[config.mk]
export PLATFORM = sky130hd
export DESIGN_NAME = smbm_slave
export DESIGN_NICKNAME = d
export VERILOG_FILES = /design/src/smbm_pkg.sv /design/src/smbm_crc8.sv /design/src/smbm_slave.sv
export VERILOG_INCLUDE_DIRS = /design/src
export SDC_FILE = /design/constraint.sdc
export NUM_CORES = 1
export LEC_CHECK = 0
export BUFFER_PORTS_ARGS = -buffer_cell sky130_fd_sc_hd__buf_4
export CAP_MARGIN = 20
export CORE_MARGIN = 4
export CORE_UTILIZATION = 44
export CTS_CLUSTER_DIAMETER = 200
export DETAILED_ROUTE_END_ITERATION = 10
export SYNTH_ARGS = -nofsm -noshare
export SYNTH_HDL_FRONTEND = slang
export SYNTH_SLANG_ARGS = --single-unit
[constraint.sdc]
create_clock -name core_clk -period 4.15 [get_ports core_clk]
set_input_delay 0.415 -clock core_clk [delete_from_list [all_inputs] [get_ports core_clk]]
set_output_delay 0.415 -clock core_clk [all_outputs]
set_load 0.01 [all_outputs]
[src/smbm_defines.svh]
`ifndef SMBM_DEFINES_SVH
`define SMBM_DEFINES_SVH

`define SMBM_CMD_BLK_WR     8'hFC
`define SMBM_CMD_BLK_RD     8'hFD
`define SMBM_RAM_TOP        8'hDF
`define SMBM_EE_HI_FIRST    8'hF8
`define SMBM_EE_HI_LAST     8'hFB
`define SMBM_EE_BASE        16'hF800
`define SMBM_EE_TOP         16'hFBFF
`define SMBM_BLK_MAX        8'h20
`define SMBM_RD_COUNT       8'h20
`define SMBM_ERASED         8'hFF
`define SMBM_IDLE_BYTE      8'hFF
`define SMBM_CRC_POLY       8'h07
`define SMBM_CRC_INIT       8'h00
`define SMBM_PTR_RST        16'h0000
`define SMBM_T_PROG_NS      250000
`define SMBM_CLK_PERIOD_NS  25
`define SMBM_PROG_CYCLES    ((`SMBM_T_PROG_NS + `SMBM_CLK_PERIOD_NS - 1) / `SMBM_CLK_PERIOD_NS)

`endif

[src/smbm_pkg.sv]
package smbm_pkg;
  typedef enum logic [2:0] {
    SMBM_IDLE,
    SMBM_RX,
    SMBM_ACK,
    SMBM_TX,
    SMBM_TXACK,
    SMBM_WAIT
  } smbm_state_t;
endpackage

[src/smbm_crc8.sv]
`timescale 1ns/1ps
`include "smbm_defines.svh"

module smbm_crc8 (
  input  wire logic [7:0] crc_in,
  input  wire logic [7:0] data_in,
  output logic      [7:0] crc_out
);
  logic [7:0] c;

  // msb first, one bit per step
  always_comb begin
    c = crc_in ^ data_in;
    for (int i = 0; i < 8; i++) begin
      c = c[7] ? ((c << 1) ^ `SMBM_CRC_POLY) : (c << 1); // RULE_16
    end
    crc_out = c;
  end
endmodule

[src/smbm_slave.sv]
`timescale 1ns/1ps
`include "smbm_defines.svh"

// How it works
// RULE_01: block write command 0xFC is acknowledged
// RULE_02: master sends count then count data
// RULE_03: every block write data byte acknowledged
// RULE_04: master sets start location beforehand
// RULE_05: master keeps eeprom writes below top
// RULE_06: master erases both spanned pages
// RULE_07: eeprom block writes cross pages freely
// RULE_08: hold scl low while byte programs
// RULE_09: receive byte returns selected location
// RULE_10: master nacks received byte, then stops
// RULE_11: block read command 0xFD is acknowledged
// RULE_12: repeated start, read address, device acks
// RULE_13: block read sends 0x20 then 32 bytes
// RULE_14: master acks count and data, stops
// RULE_15: optional pec byte after writes, reads; slave sends it only after block reads
// RULE_16: pec is crc-8, poly x8+x2+x+1
// RULE_17: master checks pec, nacks, retries
// RULE_18: first byte is address plus direction
// RULE_19: ram 0x00-0xDF, eeprom 0xF800-0xFBFF
// RULE_20: program only erased eeprom locations
// RULE_21: eeprom select is high then low byte
// RULE_22: pointer advances per block byte; block writes advance it only for the bytes they write
module smbm_slave #(
  parameter int unsigned PROG_CYCLES = `SMBM_PROG_CYCLES
) (
  input  wire logic        core_clk,
  input  wire logic        sys_rst,
  input  wire logic        scl_i,
  output logic             scl_o,
  output logic             scl_oe,
  input  wire logic        sda_i,
  output logic             sda_o,
  output logic             sda_oe,
  input  wire logic [6:0]  dev_addr,
  input  wire logic        pec_en,
  output logic [15:0]      mem_addr,
  output logic [7:0]       mem_wdata,
  output logic             mem_we,
  input  wire logic [7:0]  mem_rdata,
  output logic             prog_busy
);
  logic                    scl_m_q, scl_s_q, scl_p_q, sda_m_q, sda_s_q, sda_p_q;
  smbm_pkg::smbm_state_t   st_q, st_d;
  logic [3:0]              bitc_q, bitc_d;
  logic [7:0]              sh_q, sh_d, cmd_q, cmd_d, cnt_q, cnt_d, crc_q, crc_d;
  logic [6:0]              idx_q, idx_d;
  logic [5:0]              txn_q, txn_d;
  logic [15:0]             ptr_q, ptr_d;
  logic                    rw_q, rw_d, rdblk_q, rdblk_d, ack_q, ack_d, incp_q, incp_d;
  logic                    we_q, we_d, sda_oe_q, sda_oe_d, scl_oe_q, scl_oe_d;
  logic [7:0]              wd_q, wd_d;
  logic [13:0]             prog_q, prog_d;
  logic                    rise, fall, start, stop, ram_hit, ee_hit;
  logic [7:0]              b, txb, crc_seed, crc_data, crc_nxt;

  assign rise  = scl_s_q & ~scl_p_q;
  assign fall  = ~scl_s_q & scl_p_q;
  assign start = scl_s_q & scl_p_q & sda_p_q & ~sda_s_q;
  assign stop  = scl_s_q & scl_p_q & ~sda_p_q & sda_s_q;
  assign b     = {sh_q[6:0], sda_s_q};
  assign ram_hit = (ptr_q[15:8] == 8'h00) && (ptr_q[7:0] <= `SMBM_RAM_TOP); // RULE_19
  assign ee_hit  = (ptr_q >= `SMBM_EE_BASE) && (ptr_q <= `SMBM_EE_TOP); // RULE_19

  smbm_crc8 u_crc (
    .crc_in  (crc_seed),
    .data_in (crc_data),
    .crc_out (crc_nxt)
  );

  // next byte to send; pec only when enabled, else bus idles high
  always_comb begin
    txb = `SMBM_IDLE_BYTE;
    if (rdblk_q) begin
      if (txn_q == 6'h00) begin
        txb = `SMBM_RD_COUNT; // RULE_13
      end else if (txn_q <= 6'h20) begin
        txb = mem_rdata; // RULE_13
      end else if (txn_q == 6'h21 && pec_en) begin
        txb = crc_q; // RULE_15
      end
    end else if (txn_q == 6'h00) begin
      txb = mem_rdata; // RULE_09
    end
  end

  always_comb begin
    st_d     = st_q;
    bitc_d   = bitc_q;
    {sh_d, cmd_d, cnt_d, crc_d} = {sh_q, cmd_q, cnt_q, crc_q};
    idx_d    = idx_q;
    txn_d    = txn_q;
    ptr_d    = ptr_q;
    {rw_d, rdblk_d, ack_d, incp_d} = {rw_q, rdblk_q, ack_q, incp_q};
    we_d     = 1'b0;
    wd_d     = wd_q;
    sda_oe_d = sda_oe_q;
    crc_seed = crc_q;
    crc_data = b;
    prog_d   = (prog_q != 14'h0000) ? prog_q - 14'h0001 : prog_q;
    // pointer moves only after the write has used it
    if (we_q && incp_q) begin
      ptr_d = ptr_q + 16'h0001; // RULE_22 RULE_07
    end
    case (st_q)
      smbm_pkg::SMBM_IDLE, smbm_pkg::SMBM_WAIT: begin
      end
      smbm_pkg::SMBM_RX: begin
        if (rise && bitc_q < 4'h8) begin
          sh_d   = b;
          bitc_d = bitc_q + 4'h1;
          if (bitc_q == 4'h7) begin
            ack_d  = 1'b1;
            incp_d = 1'b0;
            crc_d  = crc_nxt;
            if (idx_q != 7'h7F) begin
              idx_d = idx_q + 7'h01;
            end
            if (idx_q == 7'h00) begin
              ack_d = (b[7:1] == dev_addr); // RULE_18
              rw_d  = b[0]; // RULE_18
              txn_d = 6'h00;
              if (!rdblk_q) begin
                crc_seed = `SMBM_CRC_INIT;
              end
              if (!b[0]) begin
                rdblk_d = 1'b0;
              end
            end else if (idx_q == 7'h01) begin
              cmd_d   = b;
              rdblk_d = (b == `SMBM_CMD_BLK_RD); // RULE_11
              if (b <= `SMBM_RAM_TOP) begin
                ptr_d = {8'h00, b}; // RULE_04
              end else if (b >= `SMBM_EE_HI_FIRST && b <= `SMBM_EE_HI_LAST) begin
                ptr_d = {b, ptr_q[7:0]}; // RULE_21
              end
            end else if (cmd_q == `SMBM_CMD_BLK_WR) begin // RULE_01
              if (idx_q == 7'h02) begin
                cnt_d = b; // RULE_02
                ack_d = (b <= `SMBM_BLK_MAX);
              end else if ({1'b0, idx_q} < cnt_q + 8'h03) begin
                wd_d   = b;
                incp_d = 1'b1;
                we_d   = ram_hit || (ee_hit && mem_rdata == `SMBM_ERASED); // RULE_20
                if (ee_hit && mem_rdata == `SMBM_ERASED) begin
                  prog_d = PROG_CYCLES[13:0]; // RULE_08
                end
              end
              // trailing pec byte is acked and not stored
            end else if (cmd_q <= `SMBM_RAM_TOP && idx_q == 7'h02) begin
              wd_d = b;
              we_d = ram_hit;
            end else if (cmd_q >= `SMBM_EE_HI_FIRST && cmd_q <= `SMBM_EE_HI_LAST) begin
              if (idx_q == 7'h02) begin
                ptr_d = {cmd_q, b}; // RULE_21
              end else if (idx_q == 7'h03) begin
                wd_d = b;
                we_d = ee_hit && mem_rdata == `SMBM_ERASED; // RULE_20
                if (we_d) begin
                  prog_d = PROG_CYCLES[13:0]; // RULE_08
                end
              end
            end
          end
        end else if (fall && bitc_q == 4'h8) begin
          sda_oe_d = ack_q; // RULE_03
          st_d     = smbm_pkg::SMBM_ACK;
        end
      end
      smbm_pkg::SMBM_ACK: begin
        if (fall) begin
          sda_oe_d = 1'b0;
          bitc_d   = 4'h0;
          if (!ack_q) begin
            st_d = smbm_pkg::SMBM_WAIT;
          end else if (idx_q == 7'h01 && rw_q) begin
            crc_seed = crc_q;
            crc_data = txb;
            crc_d    = crc_nxt;
            sda_oe_d = ~txb[7];
            sh_d     = {txb[6:0], 1'b0};
            txn_d    = txn_q + 6'h01;
            if (rdblk_q && txn_q != 6'h00 && txn_q <= 6'h20) begin
              ptr_d = ptr_q + 16'h0001; // RULE_22
            end
            st_d = smbm_pkg::SMBM_TX;
          end else begin
            st_d = smbm_pkg::SMBM_RX;
          end
        end
      end
      smbm_pkg::SMBM_TX: begin
        if (rise) begin
          bitc_d = bitc_q + 4'h1;
        end else if (fall) begin
          if (bitc_q == 4'h8) begin
            sda_oe_d = 1'b0;
            st_d     = smbm_pkg::SMBM_TXACK;
          end else begin
            sda_oe_d = ~sh_q[7];
            sh_d     = {sh_q[6:0], 1'b0};
          end
        end
      end
      smbm_pkg::SMBM_TXACK: begin
        if (rise) begin
          ack_d = ~sda_s_q;
        end else if (fall) begin
          bitc_d = 4'h0;
          if (!ack_q) begin
            st_d = smbm_pkg::SMBM_WAIT;
          end else begin
            crc_data = txb;
            crc_d    = crc_nxt;
            sda_oe_d = ~txb[7];
            sh_d     = {txb[6:0], 1'b0};
            if (txn_q != 6'h3F) begin
              txn_d = txn_q + 6'h01;
            end
            if (rdblk_q && txn_q != 6'h00 && txn_q <= 6'h20) begin
              ptr_d = ptr_q + 16'h0001; // RULE_22
            end
            st_d = smbm_pkg::SMBM_TX;
          end
        end
      end
      default: begin
        st_d = smbm_pkg::SMBM_IDLE;
      end
    endcase
    // bus conditions override the byte engine
    if (start) begin
      st_d     = smbm_pkg::SMBM_RX;
      bitc_d   = 4'h0;
      idx_d    = 7'h00;
      sda_oe_d = 1'b0;
    end else if (stop) begin
      st_d     = smbm_pkg::SMBM_IDLE;
      rdblk_d  = 1'b0;
      sda_oe_d = 1'b0;
    end
    // stretch only from a low scl, never pull it down mid-high
    scl_oe_d = (prog_d != 14'h0000) && (scl_oe_q || fall || !scl_s_q); // RULE_08
  end

  always_ff @(posedge core_clk) begin
    if (sys_rst) begin
      {scl_m_q, scl_s_q, scl_p_q, sda_m_q, sda_s_q, sda_p_q} <= 6'h3F;
      st_q     <= smbm_pkg::SMBM_IDLE;
      bitc_q   <= 4'h0;
      sh_q     <= 8'h00;
      cmd_q    <= 8'h00;
      cnt_q    <= 8'h00;
      crc_q    <= `SMBM_CRC_INIT;
      idx_q    <= 7'h00;
      txn_q    <= 6'h00;
      ptr_q    <= `SMBM_PTR_RST;
      {rw_q, rdblk_q, ack_q, incp_q, we_q, sda_oe_q, scl_oe_q} <= 7'h00;
      wd_q     <= 8'h00;
      prog_q   <= 14'h0000;
    end else begin
      {scl_m_q, scl_s_q, scl_p_q} <= {scl_i, scl_m_q, scl_s_q};
      {sda_m_q, sda_s_q, sda_p_q} <= {sda_i, sda_m_q, sda_s_q};
      st_q     <= st_d;
      bitc_q   <= bitc_d;
      sh_q     <= sh_d;
      cmd_q    <= cmd_d;
      cnt_q    <= cnt_d;
      crc_q    <= crc_d;
      idx_q    <= idx_d;
      txn_q    <= txn_d;
      ptr_q    <= ptr_d;
      {rw_q, rdblk_q, ack_q, incp_q} <= {rw_d, rdblk_d, ack_d, incp_d};
      {we_q, sda_oe_q, scl_oe_q} <= {we_d, sda_oe_d, scl_oe_d};
      wd_q     <= wd_d;
      prog_q   <= prog_d;
    end
  end

  // open drain: the driven level is always low
  always_ff @(posedge core_clk) begin
    scl_o <= 1'b0;
    sda_o <= 1'b0;
  end

  assign scl_oe    = scl_oe_q;
  assign sda_oe    = sda_oe_q;
  assign mem_addr  = ptr_q;
  assign mem_wdata = wd_q;
  assign mem_we    = we_q;
  assign prog_busy = scl_oe_q;
endmodule

==> qor.txt <==
CTS buffer count: 9
Drt first-iter violations: 479
Outcome: completed
Worst hold path endpoint: sda_m_q$_SDFF_PP1_
PwrDens: 313.8 mW/mm^2
Routed wire length: 19.42 mm
# IOs: 50
Drt via density: 5.760
Total Neg Setup Slack: 0 ps
Worst hold stages: 2
Max Cap Viol: 0
Cell variety after synth: 78
Syn avg cell area: 7.613 sq um
Crit share post-route: 82.73%
# port buffers: 47
Global-route wire length before repair: 31.85 mm
CTS clk-pin slew, worst paths: 70 ps
Post-CTS Setup Inserts: 0
Yosys reg bits: 103
P_leak: 0.002786 uW
Critical Path, Cell by Cell: inv_1 -> ha_1 -> ha_1 -> o21a_1 -> o21a_1 -> o21a_1 -> o211ai_1 -> a2111oi_0 -> nor2_1 -> o211ai_1 -> nand2b_1 -> a211oi_1
Post-route ant nets: 0
Flop2flop setup slack: 720 ps
Die Width: 132.0 microns
Clk Latency, worst-skew pair: 360 ps
H-tree levels: 3
Most used cell, CP: o21a_1
Hold Slack: 239.2 ps
Final min period: 3433 ps
Fillers: 1547
Synth Cell Area: 0.006760 sq mm
GRT Total Usage: 22.40%
Crit path kind: flop to flop
Final hold violations: 0
DRT Pass-1 Iters: 5
RR Endpoint: prog_q[1]$_SDFF_PP0_
Buffers & Inverters on Critical Path: 1
Crit path depth: 12
Reg-to-reg critical path startpoint: cnt_q[0]$_SDFFE_PP0P_
Number of global-route vias before repair: 6059
Peak VDD IR: 0.0001729 V
Worst-Margin Slew: 869.8 ps
Nets: 950
Slew Viols, Final: 0
Routability Congestion: 0.9381
CP top delay family: compound AO/OA/AOI/OAI gates
Antenna cells: 0
Initial Util: 44.63%
Gate Count Post-Synth: 888
Core area: 0.01515 sq mm
DRC: 0
Via count: 6359
Layout cells sized above 1: 11.35%
Seq/Total Area, Yosys: 30.50%
Setup crit end kind: flop
DP HPWL: 14.00 mm
Post-synth EDFFs: 0
Die Y-Extent: 132.0 microns
Crit-path max FO: 9
Final setup fails: 0
Synthesis-to-finish area growth: 10.72%
Crit-path max cell delay: 730 ps
Initial antenna violation count: 1
Longest Clk Path Bufs: 2
Setup Skew: 11.03 ps
CTS tree: done
Crit start category: flop
Critical Path RT: 4420 ps
Slew headroom: 42.01%
Class of the worst hold path: input port to flop
Worst path slowest cell: a2111oi_0
Ys flop type: dfxtp_1
Async SR Flop Fraction: 0%
Arrival @ worst endpoint: 3710 ps
Highest clock rate: 291.3 MHz
Largest net degree at the start of global routing: 82
Row cnt: 45
Post_cts resized: 0
Yosys warns: 0
Clock sink count: 103
Grt total ovfl: 0
R2R cell count: 12
Worst min-delay path startpoint: sda_i
Avg WL per Cell: 17.59 microns
CTS root buffer: clkbuf_16
Die area: 0.01741 sq mm
RSZ-0062 raised after global routing: false
Post-CTS Hold Fix Bufs: 0
-- cell usage after synthesis, types with 24 or more instances --
| cell | n | area share (%) |
|---|---|---|
| mux2i_1 | 25 | 3.7 |
| dfxtp_1 | 103 | 31 |
| nand2_1 | 103 | 5.7 |
| a21oi_1 | 72 | 5.3 |
| inv_1 | 27 | 1.5 |
| nor3_1 | 33 | 2.4 |
| xor2_1 | 30 | 3.9 |
| xnor2_1 | 39 | 5.1 |
| nor2_1 | 126 | 7.0 |
| clkbuf_1 | 34 | 1.9 |
| o21ai_0 | 41 | 3.0 |
| nand3_1 | 24 | 1.8 |
-- cell type report --
| cell class | count | area (sq um) | share of cell area [%] |
|---|---|---|---|
| multi-input combinational | 711 | 4357 | 58.21 |
| sequential | 103 | 2062 | 27.55 |
| timing repair buffer | 58 | 435.4 | 5.817 |
| clock buffer | 10 | 239.0 | 3.193 |
| tap | 188 | 235.2 | 3.143 |
| inverter | 28 | 105.1 | 1.404 |
| clock inverter | 6 | 51.30 | 0.6854 |
-- worst max path at each step --
| stage | slack (ps) | endpoint | start |
|---|---|---|---|
| floorplan | 1220 | mem_addr[15]$_SDFF_PP0_ | txn_q[0]$_SDFFE_PP0P_ |
| detailed placement | 790 | prog_q[1]$_SDFF_PP0_ | cnt_q[0]$_SDFFE_PP0P_ |
| finish | 720 | prog_q[1]$_SDFF_PP0_ | cnt_q[0]$_SDFFE_PP0P_ |
| global placement | 830 | prog_q[1]$_SDFF_PP0_ | cnt_q[0]$_SDFFE_PP0P_ |
| global route | 370 | prog_q[1]$_SDFF_PP0_ | cnt_q[0]$_SDFFE_PP0P_ |
| CTS | 730 | prog_q[1]$_SDFF_PP0_ | cnt_q[0]$_SDFFE_PP0P_ |
-- state kept, by name (all words and copies together), names as in the netlist --
register,flops
ack_q,1
bitc_q,4
cmd_q,8
cnt_q,8
crc_q,8
idx_q,7
incp_q,1
mem_addr,16
mem_wdata,8
mem_we,1
prog_busy,1
prog_q,14
rdblk_q,1
rw_q,1
scl_m_q,1
scl_p_q,1
scl_s_q,1
sda_m_q,1
sda_oe,1
sda_p_q,1
sda_s_q,1
sh_q,8
st_q,3
txn_q,6
-- cell families after synthesis --
family | Yosys count | share of synthesized area, %
buffers and inverters | 75 | 5.108
flip-flops | 103 | 30.50
multiplexers | 26 | 3.868
adder cells (fa/ha/maj) | 23 | 4.127
AO/OA/AOI/OAI | 206 | 19.36
XOR/XNOR | 73 | 10.09
other | 1 | 0.05547
AND/OR/NAND/NOR | 381 | 26.89
-- placed cells by master (no fill, tap or decap), drive strengths merged, types with 19 or more instances in the layout --
cell type  count
a21oi         74
ha            19
buf           58
inv           31
nor2         126
mux2i         25
dfxtp        103
xor2          30
nand2        104
o21ai         45
xnor2         41
nor3          35
nand3         24
-- stage by stage --
step                      total power (uW)  instance area [sq um]  utilization (%)  instances  setup slack (ps)
after global placement                1525                   7194            47.50       1088             831.9
after floorplan                       1429                   6764                -        889              1222
after global routing                  2474                   7485            49.42       1104             371.8
after CTS                             2381                   7485            49.42       1104             733.9
after detailed placement              1525                   7194            47.50       1088             786.3
final                                 2348                   7485            49.42       1104             716.8
-- power by group --
group | internal (uW) | switching (uW)
logic | 177 | 234
registers | 1030 | 56.3
clock network | 434 | 412
total | 1650 | 703
-- metal layers --
metal  up-vias  wire length (microns)  global-route usage (%)
met5         -                      0                       0
met4         0                    510                   8.985
met2       211                   8332                   33.64
met1      2923                   9350                   32.08
met3        40                   1230                   3.550
li1       3185                      -                       -
Note: power is estimated with default switching activity, not from simulation.
